`config.mk`:
```
export PLATFORM = sky130hd
export DESIGN_NAME = pcc_cal_bank
export DESIGN_NICKNAME = d
export VERILOG_FILES = /design/src/logic/pcc_pkg.sv /design/src/logic/pcc_serial_slave.sv /design/src/logic/pcc_cal_bank.sv
export SDC_FILE = /design/constraint.sdc
export NUM_CORES = 1
export LEC_CHECK = 0
export BUFFER_PORTS_ARGS = -buffer_cell sky130_fd_sc_hd__buf_2
export CORE_AREA = 2 2 96 122
export DETAILED_ROUTE_END_ITERATION = 8
export DIE_AREA = 0 0 98 124
export PLACE_DENSITY = 0.79
export SYNTH_ARGS = -nofsm -noshare
export SYNTH_HDL_FRONTEND = slang
export SYNTH_SLANG_ARGS = --single-unit
```
`constraint.sdc`:
```
create_clock -name core_clk -period 2.95 [get_ports core_clk]
set_input_delay 0.59 -clock core_clk [delete_from_list [all_inputs] [get_ports core_clk]]
set_output_delay 0.59 -clock core_clk [all_outputs]
set_load 0.05 [all_outputs]
```
`src/logic/pcc_pkg.sv`:
```
// shared constants and types for the synth2 calibration and program counter
package pcc_pkg;
  // ----------------------------------------------------------------
  // register map
  // ----------------------------------------------------------------
  localparam logic [7:0] PCC_SYNTH2_CAL_WAIT_REG  = 8'h85;
  localparam logic [7:0] PCC_SYNTH2_BANDWIDTH_REG = 8'h86;
  localparam logic [7:0] PCC_PROGRAM_CYCLE_COUNT  = 8'h88;
  localparam logic [7:0] PCC_PROGRAM_CTRL_REG     = 8'h89;
  localparam logic [7:0] PCC_PROGRAM_UNLOCK_REG   = 8'h8f;
  localparam logic [7:0] PCC_UNLOCK_CODE          = 8'hc5;

  // field positions
  localparam int PCC_OSC_WAIT_LSB   = 0;
  localparam int PCC_CL_WAIT_LSB    = 2;
  localparam int PCC_BW_MODE_BIT    = 0;
  localparam int PCC_PROG_START_BIT = 0;
  localparam int PCC_PROG_BUSY_BIT  = 2;
  localparam int PCC_COMMIT_BIT     = 3;

  // reset values
  localparam logic [1:0] PCC_CL_WAIT_RST  = 2'h0;
  localparam logic [1:0] PCC_OSC_WAIT_RST = 2'h1;
  localparam logic       PCC_BW_MODE_RST  = 1'b0;
  localparam logic [7:0] PCC_COUNT_RST    = 8'h00;
  localparam logic [7:0] PCC_COUNT_MAX    = 8'hff;

  // ----------------------------------------------------------------
  // timing
  // ----------------------------------------------------------------
  localparam int PCC_CLK_HZ  = 40_000_000;
  localparam int PCC_US_DIV  = PCC_CLK_HZ / 1_000_000;
  localparam int PCC_CL_WAIT0_US  = 30;
  localparam int PCC_CL_WAIT1_US  = 300;
  localparam int PCC_CL_WAIT2_MS  = 30;
  localparam int PCC_CL_WAIT3_MS  = 300;
  localparam int PCC_OSC_WAIT0_US = 20;
  localparam int PCC_OSC_WAIT1_US = 400;
  localparam int PCC_OSC_WAIT2_MS = 8;
  localparam int PCC_OSC_WAIT3_MS = 200;
  localparam int PCC_PROG_MS      = 230;

  // ----------------------------------------------------------------
  // register access carried from the serial port to the bank
  // ----------------------------------------------------------------
  typedef struct packed {
    logic       wr;
    logic       rd;
    logic [7:0] addr;
    logic [7:0] wdata;
  } pcc_req_t;
endpackage

```
`src/logic/pcc_serial_slave.sv`:
```
// two-wire serial slave with register pointer and auto increment
`timescale 1ns/1ps
module pcc_serial_slave
  import pcc_pkg::*;
#(
  parameter logic [6:0] DEV_ADDR = 7'h50  // arbitrary value
) (
  input  wire logic       core_clk,
  input  wire logic       rst_b,
  input  wire logic       scl_i,
  input  wire logic       sda_i,
  output      logic       sda_o,
  output      logic       sda_oe,
  output      logic [7:0] rd_addr,
  input  wire logic [7:0] rd_data,
  output      pcc_req_t   req
);
  typedef enum logic [4:0] {
    SS_IDLE = 5'b00001,
    SS_DEV  = 5'b00010,
    SS_REG  = 5'b00100,
    SS_WDAT = 5'b01000,
    SS_RDAT = 5'b10000
  } pcc_ss_t;

  // ----------------------------------------------------------------
  // pin synchronisers and line events
  // ----------------------------------------------------------------
  logic [1:0] scl_s_q, sda_s_q;
  logic       scl_q, sda_q;
  always_ff @(posedge core_clk) begin
    scl_s_q <= {scl_s_q[0], scl_i};
    sda_s_q <= {sda_s_q[0], sda_i};
    scl_q   <= scl_s_q[1];
    sda_q   <= sda_s_q[1];
  end
  wire scl_rise = scl_s_q[1] & ~scl_q;
  wire scl_fall = ~scl_s_q[1] & scl_q;
  wire start_ev = scl_s_q[1] & scl_q & sda_q & ~sda_s_q[1];
  wire stop_ev  = scl_s_q[1] & scl_q & ~sda_q & sda_s_q[1];

  // ----------------------------------------------------------------
  // byte engine
  // ----------------------------------------------------------------
  pcc_ss_t    st_q;
  logic [3:0] bitn_q;
  logic [7:0] sh_q, ptr_q;
  logic       ack_q, rw_q, nack_q, skip_q;
  wire        last_bit = (bitn_q == 4'h7);
  wire        dev_hit  = (sh_q[7:1] == DEV_ADDR);

  assign rd_addr = ptr_q;
  assign sda_o   = 1'b0;  // open drain: only ever pulls low
  assign sda_oe  = ack_q | ((st_q == SS_RDAT) & ~bitn_q[3] & ~sh_q[7]);

  always_ff @(posedge core_clk) begin
    req.wr <= 1'b0;
    req.rd <= 1'b0;
    if (!rst_b) begin
      st_q   <= SS_IDLE;
      bitn_q <= 4'h0;
      sh_q   <= 8'h00;
      ptr_q  <= 8'h00;
      ack_q  <= 1'b0;
      rw_q   <= 1'b0;
      nack_q <= 1'b0;
      skip_q <= 1'b0;
      req    <= '0;
    end else if (start_ev) begin
      // the scl fall that closes a start is not a data bit
      skip_q <= 1'b1;
      st_q   <= SS_DEV;
      bitn_q <= 4'h0;
      ack_q  <= 1'b0;
    end else if (stop_ev) begin
      st_q  <= SS_IDLE;
      ack_q <= 1'b0;
    end else if (scl_rise && st_q != SS_IDLE) begin
      skip_q <= 1'b0;
      if (bitn_q[3])
        nack_q <= sda_q;
      else if (st_q != SS_RDAT)
        sh_q <= {sh_q[6:0], sda_q};
    end else if (scl_fall && st_q != SS_IDLE && !skip_q) begin
      if (last_bit) begin
        bitn_q <= 4'h8;
        unique case (st_q)
          SS_DEV: begin
            if (dev_hit) begin
              ack_q <= 1'b1;
              rw_q  <= sh_q[0];
            end else begin
              st_q <= SS_IDLE;
            end
          end
          SS_REG: begin
            ptr_q <= sh_q;
            ack_q <= 1'b1;
          end
          SS_WDAT: begin
            req   <= '{wr: 1'b1, rd: 1'b0, addr: ptr_q, wdata: sh_q};
            ptr_q <= ptr_q + 8'h01;
            ack_q <= 1'b1;
          end
          SS_RDAT: ;
          default: st_q <= SS_IDLE;
        endcase
      end else if (bitn_q[3]) begin
        ack_q  <= 1'b0;
        bitn_q <= 4'h0;
        if ((st_q == SS_DEV && rw_q) || (st_q == SS_RDAT && !nack_q)) begin
          st_q  <= SS_RDAT;
          sh_q  <= rd_data;
          req   <= '{wr: 1'b0, rd: 1'b1, addr: ptr_q, wdata: 8'h00};
          ptr_q <= ptr_q + 8'h01;
        end else if (st_q == SS_DEV) begin
          st_q <= SS_REG;
        end else if (st_q == SS_RDAT) begin
          st_q <= SS_IDLE;
        end else begin
          st_q <= SS_WDAT;
        end
      end else begin
        bitn_q <= bitn_q + 4'h1;
        if (st_q == SS_RDAT)
          sh_q <= {sh_q[6:0], 1'b0};
      end
    end
  end
endmodule

```
`src/logic/pcc_cal_bank.sv`:
```
// synth2 calibration wait bank with saturating program-cycle counter
`timescale 1ns/1ps

// Behaviour
// - closed-loop code resets 0; codes give 30us, 300us, 30ms, 300ms
// - oscillator wait code resets 1; codes give 20us, 400us, 8ms, 200ms
// - bandwidth-mode bit resets 0; set selects 200 Hz jitter cleaner loop
// - read-only 8-bit count rises by one after each erase/program cycle
// - count stops at 255 and never wraps
// - hardware writes the count into nonvolatile storage, no software needed
// - count reloads after reset, commit and program; reads zero before
// - program starts only right after correct unlock write; bit self-clears
module pcc_cal_bank
  import pcc_pkg::*;
#(
  parameter logic [6:0]  DEV_ADDR     = 7'h50,  // arbitrary value
  parameter logic [19:0] CL_WAIT2_US  = 20'(PCC_CL_WAIT2_MS * 1000),
  parameter logic [19:0] CL_WAIT3_US  = 20'(PCC_CL_WAIT3_MS * 1000),
  parameter logic [19:0] OSC_WAIT2_US = 20'(PCC_OSC_WAIT2_MS * 1000),
  parameter logic [19:0] OSC_WAIT3_US = 20'(PCC_OSC_WAIT3_MS * 1000),
  parameter logic [19:0] PROG_US      = 20'(PCC_PROG_MS * 1000),
  parameter logic [5:0]  US_DIV       = 6'(PCC_US_DIV)
) (
  input  wire logic       core_clk,
  input  wire logic       rst_b,
  input  wire logic       scl_i,
  input  wire logic       sda_i,
  output      logic       sda_o,
  output      logic       sda_oe,
  input  wire logic       cal_start,
  output      logic       cal_busy,
  output      logic       cal_done,
  output      logic       synth2_bandwidth_mode,
  input  wire logic [7:0] nv_count_in,
  output      logic       nv_count_wr,
  output      logic [7:0] nv_count_wdata
);
  typedef enum logic [2:0] {
    CS_IDLE = 3'b001,
    CS_OSC  = 3'b010,
    CS_CLSD = 3'b100
  } pcc_cal_st_t;

  function automatic logic [19:0] wait_us(input logic       closed,
                                          input logic [1:0] code);
    logic [19:0] t;
    t = 20'h0_0000;
    unique case ({closed, code})
      3'b000:  t = 20'(PCC_OSC_WAIT0_US);
      3'b001:  t = 20'(PCC_OSC_WAIT1_US);
      3'b010:  t = OSC_WAIT2_US;
      3'b011:  t = OSC_WAIT3_US;
      3'b100:  t = 20'(PCC_CL_WAIT0_US);
      3'b101:  t = 20'(PCC_CL_WAIT1_US);
      3'b110:  t = CL_WAIT2_US;
      3'b111:  t = CL_WAIT3_US;
    endcase
    return t;
  endfunction

  // ----------------------------------------------------------------
  // serial port
  // ----------------------------------------------------------------
  pcc_req_t   req;
  logic [7:0] rd_addr, rd_data;

  pcc_serial_slave #(.DEV_ADDR(DEV_ADDR)) u_port (
    .core_clk (core_clk),
    .rst_b    (rst_b),
    .scl_i    (scl_i),
    .sda_i    (sda_i),
    .sda_o    (sda_o),
    .sda_oe   (sda_oe),
    .rd_addr  (rd_addr),
    .rd_data  (rd_data),
    .req      (req)
  );

  // ----------------------------------------------------------------
  // register decode
  // ----------------------------------------------------------------
  logic [1:0] cl_wait_q, osc_wait_q;
  logic       bw_mode_q, armed_q, busy_q, reload_q, nv_wr_q;
  logic [7:0] count_q, nv_wdata_q;

  wire wr_cal   = req.wr && req.addr == PCC_SYNTH2_CAL_WAIT_REG;
  wire wr_bw    = req.wr && req.addr == PCC_SYNTH2_BANDWIDTH_REG;
  wire wr_ctrl  = req.wr && req.addr == PCC_PROGRAM_CTRL_REG;
  wire wr_unlk  = req.wr && req.addr == PCC_PROGRAM_UNLOCK_REG;
  wire prog_go  = wr_ctrl && req.wdata[PCC_PROG_START_BIT] && armed_q
                  && !busy_q;
  wire commit   = wr_ctrl && req.wdata[PCC_COMMIT_BIT];
  wire [7:0] count_inc = (count_q == PCC_COUNT_MAX) ? PCC_COUNT_MAX
                         : count_q + 8'h01;

  // start and commit bits are never stored, so they read back as zero
  assign rd_data =
    (rd_addr == PCC_SYNTH2_CAL_WAIT_REG)  ? {4'h0, cl_wait_q, osc_wait_q} :
    (rd_addr == PCC_SYNTH2_BANDWIDTH_REG) ? {7'h00, bw_mode_q} :
    (rd_addr == PCC_PROGRAM_CYCLE_COUNT)  ? count_q :
    (rd_addr == PCC_PROGRAM_CTRL_REG)     ? {5'h00, busy_q, 2'h0} :
    8'h00;

  assign synth2_bandwidth_mode = bw_mode_q;
  assign nv_count_wr           = nv_wr_q;
  assign nv_count_wdata        = nv_wdata_q;

  always_ff @(posedge core_clk) begin
    if (!rst_b) begin
      cl_wait_q  <= PCC_CL_WAIT_RST;
      osc_wait_q <= PCC_OSC_WAIT_RST;
      bw_mode_q  <= PCC_BW_MODE_RST;
    end else begin
      if (wr_cal) begin
        cl_wait_q  <= req.wdata[PCC_CL_WAIT_LSB +: 2];
        osc_wait_q <= req.wdata[PCC_OSC_WAIT_LSB +: 2];
      end
      if (wr_bw)
        bw_mode_q <= req.wdata[PCC_BW_MODE_BIT];
    end
  end

  // ----------------------------------------------------------------
  // microsecond tick, shared by both timers
  // ----------------------------------------------------------------
  logic [5:0] div_q;
  wire        us_tick = (div_q == US_DIV - 6'h01);
  always_ff @(posedge core_clk) begin
    if (!rst_b || us_tick)
      div_q <= 6'h00;
    else
      div_q <= div_q + 6'h01;
  end

  // ----------------------------------------------------------------
  // program cycle and counter
  // ----------------------------------------------------------------
  logic [19:0] prog_cnt_q;
  always_ff @(posedge core_clk) begin
    nv_wr_q <= 1'b0;
    if (!rst_b) begin
      armed_q    <= 1'b0;
      busy_q     <= 1'b0;
      prog_cnt_q <= 20'h0_0000;
      count_q    <= PCC_COUNT_RST;
      reload_q   <= 1'b1;
      nv_wdata_q <= PCC_COUNT_RST;
    end else begin
      // any access other than a matching unlock write disarms
      if (req.wr || req.rd)
        armed_q <= wr_unlk && req.wdata == PCC_UNLOCK_CODE;
      reload_q <= commit || nv_wr_q;
      if (reload_q)
        count_q <= nv_count_in;
      if (prog_go) begin
        busy_q     <= 1'b1;
        prog_cnt_q <= PROG_US;
      end else if (busy_q && us_tick) begin
        if (prog_cnt_q <= 20'h0_0001) begin
          busy_q     <= 1'b0;
          nv_wr_q    <= 1'b1;
          nv_wdata_q <= count_inc;
        end else begin
          prog_cnt_q <= prog_cnt_q - 20'h0_0001;
        end
      end
    end
  end

  // ----------------------------------------------------------------
  // calibration wait sequencer: oscillator wait, then closed loop
  // ----------------------------------------------------------------
  pcc_cal_st_t cst_q;
  logic [19:0] cal_cnt_q;
  logic        done_q;
  wire         cal_zero = (cal_cnt_q <= 20'h0_0001);
  assign cal_busy = (cst_q != CS_IDLE);
  assign cal_done = done_q;

  always_ff @(posedge core_clk) begin
    done_q <= 1'b0;
    if (!rst_b) begin
      cst_q     <= CS_IDLE;
      cal_cnt_q <= 20'h0_0000;
    end else begin
      unique case (cst_q)
        CS_IDLE: if (cal_start) begin
          cst_q     <= CS_OSC;
          cal_cnt_q <= wait_us(1'b0, osc_wait_q);
        end
        CS_OSC: if (us_tick) begin
          if (cal_zero) begin
            cst_q     <= CS_CLSD;
            cal_cnt_q <= wait_us(1'b1, cl_wait_q);
          end else begin
            cal_cnt_q <= cal_cnt_q - 20'h0_0001;
          end
        end
        CS_CLSD: if (us_tick) begin
          if (cal_zero) begin
            cst_q  <= CS_IDLE;
            done_q <= 1'b1;
          end else begin
            cal_cnt_q <= cal_cnt_q - 20'h0_0001;
          end
        end
        default: cst_q <= CS_IDLE;
      endcase
    end
  end

  // ----------------------------------------------------------------
  // checks
  // ----------------------------------------------------------------
  rst_vals_a: assert property (@(posedge core_clk)
    rst_b && !$past(rst_b) |-> cl_wait_q == 2'h0 && osc_wait_q == 2'h1
      && bw_mode_q == 1'b0 && count_q == 8'h00)
    else $error("reset values wrong");
  osc_load_a: assert property (@(posedge core_clk) disable iff (!rst_b)
    cst_q == CS_IDLE && cal_start |=> cst_q == CS_OSC
      && cal_cnt_q == wait_us(1'b0, osc_wait_q))
    else $error("oscillator wait not loaded");
  clsd_load_a: assert property (@(posedge core_clk) disable iff (!rst_b)
    cst_q == CS_OSC && us_tick && cal_zero |=> cst_q == CS_CLSD
      && cal_cnt_q == wait_us(1'b1, cl_wait_q))
    else $error("closed loop wait not loaded");
  bw_write_a: assert property (@(posedge core_clk) disable iff (!rst_b)
    wr_bw |=> synth2_bandwidth_mode == $past(req.wdata[0]))
    else $error("bandwidth mode not written");
  count_inc_a: assert property (@(posedge core_clk) disable iff (!rst_b)
    $fell(busy_q) && count_q != 8'hff |-> nv_count_wdata == count_q + 8'h01)
    else $error("count not incremented");
  count_sat_a: assert property (@(posedge core_clk) disable iff (!rst_b)
    $fell(busy_q) && count_q == 8'hff |-> nv_count_wdata == 8'hff)
    else $error("count wrapped");
  nv_store_a: assert property (@(posedge core_clk) disable iff (!rst_b)
    $fell(busy_q) |-> nv_count_wr ##1 !nv_count_wr)
    else $error("count not stored");
  count_reload_a: assert property (@(posedge core_clk)
    disable iff (!rst_b)
    nv_count_wr |=> reload_q ##1 count_q == $past(nv_count_in))
    else $error("count not reloaded");
  unlock_gate_a: assert property (@(posedge core_clk)
    disable iff (!rst_b)
    wr_ctrl && !armed_q && !busy_q |=> !busy_q)
    else $error("program started without unlock");
endmodule

```
==> results of run 1 <==
## worst min-delay path by stage
stage	end	startpoint	cells past startpoint	slack, ns
2_1_floorplan	u_port.scl_s_q[1]	u_port.scl_s_q[0]	0	0.31
3_3_place_gp	u_port.scl_s_q[1]	u_port.scl_s_q[0]	0	0.32
3_5_place_dp	u_port.sda_s_q[1]	u_port.sda_s_q[0]	0	0.31
4_1_cts	u_port.sda_s_q[0]	sda_i	1	0.27
5_1_grt	u_port.scl_s_q[0]	scl_i	1	0.27
6_report	u_port.sda_s_q[0]	sda_i	1	0.28
## sequential cells by signal, summed over array words and instances, names as in the netlist, 2 cells and up
register,flops
cal_cnt_q,20
prog_cnt_q,20
u_port.req,18
count_q,8
nv_count_wdata,8
u_port.rd_addr,8
u_port.sh_q,8
div_q,6
u_port.st_q,5
u_port.bitn_q,4
cst_q,3
cl_wait_q,2
osc_wait_q,2
u_port.scl_s_q,2
u_port.sda_s_q,2
## layout make-up
type	instances	area, um2	area share (%)
flip-flops and latches	128	2560	35.3
clock inverters	8	78.8	1.09
multi-input cells	601	3680	50.7
clock buffers	24	502	6.91
repair buffers	37	215	2.97
inverters	14	52.6	0.724
well taps	135	169	2.33
## per-stage QoR
step	worst slack (ns)	utilization (%)	instance area [um2]	hold slack, ns	cells
floorplan	0.0939	-	6480	0.310	787
global placement	0.560	61.1	6680	0.320	915
detailed placement	0.413	61.1	6680	0.315	915
CTS	0.242	66.4	7260	0.272	947
global route	0.0651	66.4	7260	0.269	947
finish	0.267	66.4	7260	0.280	947
## kinds of logic (layout without fill, tap and decap cells)
| family | count (synthesis) | in the layout | share of synthesized area, % |
|---|---|---|---|
| fa+ha+maj | 11 | 11 | 2.13 |
| compound gates | 181 | 181 | 18.2 |
| xor+xnor | 39 | 39 | 5.27 |
| other cells | 1 | 1 | 0.0579 |
| buf+inv | 58 | 83 | 3.67 |
| flops | 128 | 128 | 39.6 |
| simple gates | 349 | 349 | 27.9 |
| mux | 20 | 20 | 3.13 |
## power by group through the flow
stage,clock [uW],sequential [uW],combinational (uW)
after floorplan,0,1840,275
after global placement,0,1860,335
after detailed placement,0,1860,339
after CTS,2020,1830,342
after global routing,2100,1840,384
final,2010,1830,351
## worst max-delay path: stages, from the launching register on
cell and delay, ns:
dfxtp_1 0.38, or3_1 0.43, or2_1 0.31, o31ai_1 0.25, buf_2 0.31
## layout by cell type, fill, tap and decap left out, drive strengths merged, types with 8 or more instances in the layout
cell	instances
dfxtp	128
nor2	93
nand2	79
a21oi	71
buf	37
nand3	33
o21ai	31
nor3	25
clkbuf	24
xnor2	22
mux2i	18
xor2	17
nor4	16
and3	15
nand4	14
inv	14
ha	11
o211ai	10
nor2b	9
a31oi	9
o31ai	9
and2	8
## layer usage
metal / vias to the layer above / global-route usage [%] / share of wire [%] / wire length [um]
li1: 2885 / - / - / -
met1: 2834 / 33.0 / 41 / 6710
met2: 254 / 48.8 / 50 / 8270
met3: 66 / 5.39 / 5.5 / 911
met4: 0 / 15.0 / 3.9 / 652
met5: - / 0 / 0 / 0
==> results.md, run 1 <==
- Worst-path maximum fanout: 8
- GPL Wtd Cong: between 0.9 and 1
- Commonest cells in the netlist: dfxtp_1, nor2_1, nand2_1, a21oi_1
- Seq/Total Area, Yosys: 39.6%
- Syn Std Cell Area: approximately 0.0065 mm2
- Clock Tree Buf Depth: 2
- Via-to-Cell Ratio: 6.38
- Data arrival time of the critical path: about 2.1 ns
- Status: complete, no violations
- Global-route wire length before repair: 27700 um
- Clock-pin slew on the worst setup and hold paths: about 0.050 ns
- Largest cells by area after synthesis: dfxtp_1, nor2_1, a21oi_1, nand2_1, xnor2_1
- Synth area leader: dfxtp_1
- Overall routed net length: 16500 um
- Nature of the critical path endpoint: output pin
- Setup slack, reg-to-reg: roughly 0.30 ns
- Worst Setup Path Type: reg2out
- CTS tree: yes
- Initial Util: between 50% and 60%
- DIE HEIGHT: roughly 120 um
- Switching power total: around 1000 uW
- Antenna Nets Post-Route: 0
- Synthesis-stage register bit count: 128
- PD cells: 578 mW/mm2
- Pin count of the biggest net entering global routing: 60
- Comb pwr share: around 8.4%
- Post-Syn Nets: between 800 and 900
- Die Width: just under 100 um
- Pint: ~3200 uW
- RSZ-0062 raised after global routing: no
- Clock share of power: between 40 and 50%
- # diodes: 0
- Via count: 6039
- Final nets: between 800 and 900
- Starting DRT DRC Count: roughly 420
- Max_slew headroom: 27.9%
- DRC Markers: 0
- Overflow after GRT: 0
- GRT Util Overall: roughly 28%
- Fin crit period: approximately 2.7 ns
- # hold bufs at CTS: 0
- CTS sink cnt: about 130
- CP startpoint kind: flip-flop
- Initial antenna violation count: 0
- End of the critical path: sda_oe
- Predominant post-synthesis flop cell: dfxtp_1
- Reg power frac: approximately 44%
- Pleak: ~0.0027 uW
- Number of post-CTS setup repair buffers: 0
- Total power: between 4000 and 5000 uW
- Critical Path Start: u_port.st_q[0]
- Reg-to-Reg Start: cal_cnt_q[5]
- Post-CTS Resized: 0
- Syn Inst Count: 787
- Period utilisation layout: about 91%
- Pre-Repair DR Iteration Count: 7
- HPWL after detailed placement: 11400 um
- Hold Vio Cnt, Final: 0
- Area share of the largest cell type after synthesis: 39.6%
- MaxCap Viol Count: 0
- Worst Skew: between 0.01 and 0.015 ns
- Type of the most critical hold path: in2reg
- Post-synth cell types: between 70 and 80
- R2R depth: 6
- Total die area: 0.0122 mm2
- I/O pin count: 27
- Synth Warn #: 0
- Num rows: 43
- Worst slew pin tran: between 1 and 1.5 ns
- Layout area overhead: 12.0%
- Most frequent cell after synthesis: dfxtp_1
- Wire length per cell: ~17 um
- Vias in the first global route: ~5.9k
- CORE AREA: about 0.011 mm2
- EDFF count, synth: 0
- Crit path required time: 2.36 ns
- Share of post-route cells with drive strength above 1: between 10% and 20%
- Synth Area per Inst: just over 8 um2
- Setup_tns: 0 ns
- RR Endpoint: cal_cnt_q[14]
- Fillcell total: approximately 890
- Pins Over Slew Limit: 0
- Port Buffer Count: 25
- VDD IR max: ~0.35 mV
- Setup Viol. Count Final: 0
- CTS root buf: clkbuf_16
- Clk_lat worst skew: 0.41 ns
- Net Sw Frac: around 24%
- Ys async rst share: 0%
- H-tree level count: 4
- Maximum operating frequency: around 370 MHz
- Clock buffer count from CTS: 17
No activity file was read; power rests on OpenSTA's default activity.
==> inputs of run 2 (changes only) <==
Settings changed: ABC_AREA from default to 1, CORE_AREA 2 2 96 122 to 2 2 101 127, DIE_AREA 0 0 98 124 to 0 0 103 129.
==> results.md, run 2 <==
- Data arrival time of the critical path: 1.66 ns (-0.43 ns)
- DIE HEIGHT: 129 um (+4.0%)
- Synth area leader: dfxtp_1
- Die Width: 103 um (+5.1%)
- Global-route wire length before repair: 28800 um (+3.8%)
- Vias in the first global route: 6392 (+8.0%)
- # diodes: 0 (unchanged)
- Pins Over Slew Limit: 0 (unchanged)
- H-tree level count: 4 (unchanged)
- Leading cell types in the layout, fill and taps excluded: nand2_1, nor2_1, dfxtp_1, inv_1, a21oi_1
- Starting DRT DRC Count: 357 (-16%)
- Clk_lat worst skew: 0.43 ns (+0.02 ns)
- Predominant post-synthesis flop cell: dfxtp_1
- Status: complete, no violations
- EDFF count, synth: 0 (unchanged)
- Area share of the largest cell type after synthesis: 35.9% (-3.6 points)
- Pre-Repair DR Iteration Count: 6 (-1)
- Initial antenna violation count: 0 (unchanged)
- Worst slew pin tran: 0.847 ns (-0.233 ns)
- Crit path required time: 2.36 ns (about the same)
- VDD IR max: 0.402 mV (+14%)
- Total die area: 0.0133 mm2 (+9.3%)
- Fin crit period: 2.25 ns (-0.438 ns)
- Design Area, Final: 0.00794 mm2 (+9.4%)
- Post-Syn Nets: 1095 (+35%)
- Overflow after GRT: 0 (unchanged)
- Synth Area per Inst: 6.66 um2 (-19%)
- Via count: 6792 (+12%)
- CTS sink cnt: 128 (unchanged)
- Antenna Nets Post-Route: 0 (unchanged)
- Pleak: 0.00360 uW (+32%)
- Initial Util: 59.2% (-0.12 points)
- Largest cells by area after synthesis: dfxtp_1, nand2_1, nor2_1, a21oi_1, inv_1
- Worst-path maximum fanout: 4 (-4)
- Reg area: 0.00256 mm2 (unchanged)
- Clock-pin slew on the worst setup and hold paths: 0.06 ns (about the same)
- DRC Markers: 0 (unchanged)
- Fin cells: 1269 (+34%)
- Commonest cells in the netlist: nand2_1, nor2_1, dfxtp_1, inv_1, a21oi_1
- Num rows: 45 (+4.7%)
- Period utilisation layout: 76.1% (-15 points)
- Max_slew headroom: 43.1% (+15 points)
- Placed cell count: 1237 (+35%)
- PD cells: 721 mW/mm2 (+25%)
- Pin count of the biggest net entering global routing: 55 (-8.3%)
- Wire length per cell: 13.6 um (-22%)
- Syn Std Cell Area: 0.00713 mm2 (+10%)
- DP Area: 0.00732 mm2 (+9.7%)
- GPL Wtd Cong: 0.951 (+4.4%)
- Syn Inst Count: 1071 (+36%)
- MaxCap Viol Count: 0 (unchanged)
- Ys async rst share: 0% (unchanged)
- Hold Vio Cnt, Final: 0 (unchanged)
- CTS root buf: clkbuf_16
- CP startpoint kind: flip-flop
- # hold bufs at CTS: 0 (unchanged)
- I/O pin count: 27 (unchanged)
- Worst Skew: 0.00636 ns (-0.00584 ns)
- RSZ-0062 raised after global routing: no
- Clock Tree Buf Depth: 2 (unchanged)
- Post-synth cell types: 46 (-39%)
- CORE AREA: 0.0120 mm2 (+10%)
- HPWL after detailed placement: 12500 um (+9.8%)
- Via-to-Cell Ratio: 5.35 (-16%)
- Synth Warn #: 0 (unchanged)
- Final nets: 1116 (+36%)
- Overall routed net length: 17300 um (+4.4%)
- Setup Viol. Count Final: 0 (unchanged)
- Maximum operating frequency: 445 MHz (+19%)
- Clock buffer count from CTS: 17 (unchanged)
- Number of post-CTS setup repair buffers: 0 (unchanged)
- Synthesis-stage register bit count: 128 (unchanged)
- Nature of the critical path endpoint: output pin
- Seq/Total Area, Yosys: 35.9% (-3.6 points)
- Multi-input gate area: 0.00394 mm2 (+7.1%)
- Most common cell after layout, fill and taps aside: nand2_1
- Fillcell total: 1160 (+30%)
- Setup_tns: 0 ns (unchanged)
- Post-layout util: 65.9% (-0.53 points)
- Share of post-route cells with drive strength above 1: 10.8% (-0.44 points)
- GRT Util Overall: 27.4% (-0.75 points)
- Worst hold margin: 0.256 ns (-0.0246 ns)
- Worst Setup Path Type: reg2out
- Post-CTS Resized: 0 (unchanged)
- Type of the most critical hold path: in2reg
- CTS tree: yes
- Biggest regs: cal_cnt_q (20), prog_cnt_q (20), u_port.req (18)
- Most frequent cell after synthesis: nand2_1
- Layout area overhead: 11.4%
- Port Buffer Count: 25 (unchanged)
==> run 2: cell count changes after synthesis, sizes merged, moves of 10 or more <==
| cell | delta |
|---|---|
| and3 | -15 |
| nand2 | +186 |
| o21ai | +36 |
| nor2 | +86 |
| a21oi | +14 |
| clkbuf | -24 |
| mux2i | -18 |
| nand3 | +44 |
| nor4 | -13 |
| xnor2 | -10 |
| inv | +109 |
==> run 2: logic make-up (layout without fill, tap and decap cells) <==
| family | Yosys count | in the layout | synth area share (%) |
|---|---|---|---|
| adder cells (fa/ha/maj) | 11 | 11 | 1.93 |
| XOR/XNOR | 31 | 31 | 3.81 |
| buffers and inverters | 150 | 184 | 8.83 |
| other | 1 | 1 | 0.0526 |
| AND/OR/NAND/NOR | 585 | 585 | 37.3 |
| AO/OA/AOI/OAI | 165 | 165 | 12.1 |
| flip-flops | 128 | 128 | 35.9 |
==> run 2: power breakdown <==
part	internal (uW)	switching, uW	total [uW]
Combinational	484	1060	1540
Clock	1350	861	2220
Sequential	1850	119	1970
==> run 2: worst paths after layout <==
check,start,to,slack (ns),cells past startpoint
setup / recovery,u_port.st_q[2],sda_oe,0.70,4
hold / removal,sda_i,u_port.sda_s_q[0],0.26,1
setup reg to reg,u_port.bitn_q[3],u_port.req[5],0.84,9
hold reg to reg,u_port.scl_s_q[0],u_port.scl_s_q[1],0.33,0
==> run 2: through the flow <==
| stage | total power, uW | setup WS, ns |
|---|---|---|
| 2_1_floorplan | 3300 | 0.580 |
| 3_3_place_gp | 3490 | 0.936 |
| 3_5_place_dp | 3510 | 0.872 |
| 4_1_cts | 5730 | 0.740 |
| 5_1_grt | 6030 | 0.596 |
| 6_report | 5720 | 0.705 |
==> run 2: critical path, cell delays in order (launching register included) <==
cell     delay, ns
dfxtp_1       0.34
nor2_4        0.16
nand3_2       0.13
o31ai_1       0.27
buf_2         0.32
==> run 2: layout make-up <==
type,instances,share of cell area [%]
timing repair buffer,27,1.76
inverter,125,5.96
sequential,128,32.3
tap,164,2.58
multi-input combinational,793,49.6
clock inverter,15,2.47
clock buffer,17,5.36
==> run 2: routing by layer <==
layer | wire [um] | vias up | global-route usage, %
li1 | - | 3508 | -
met1 | 7410 | 3097 | 31.2
met2 | 8730 | 137 | 48.7
met3 | 645 | 50 | 6.25
met4 | 490 | 0 | 11.1
met5 | 0 | - | 0
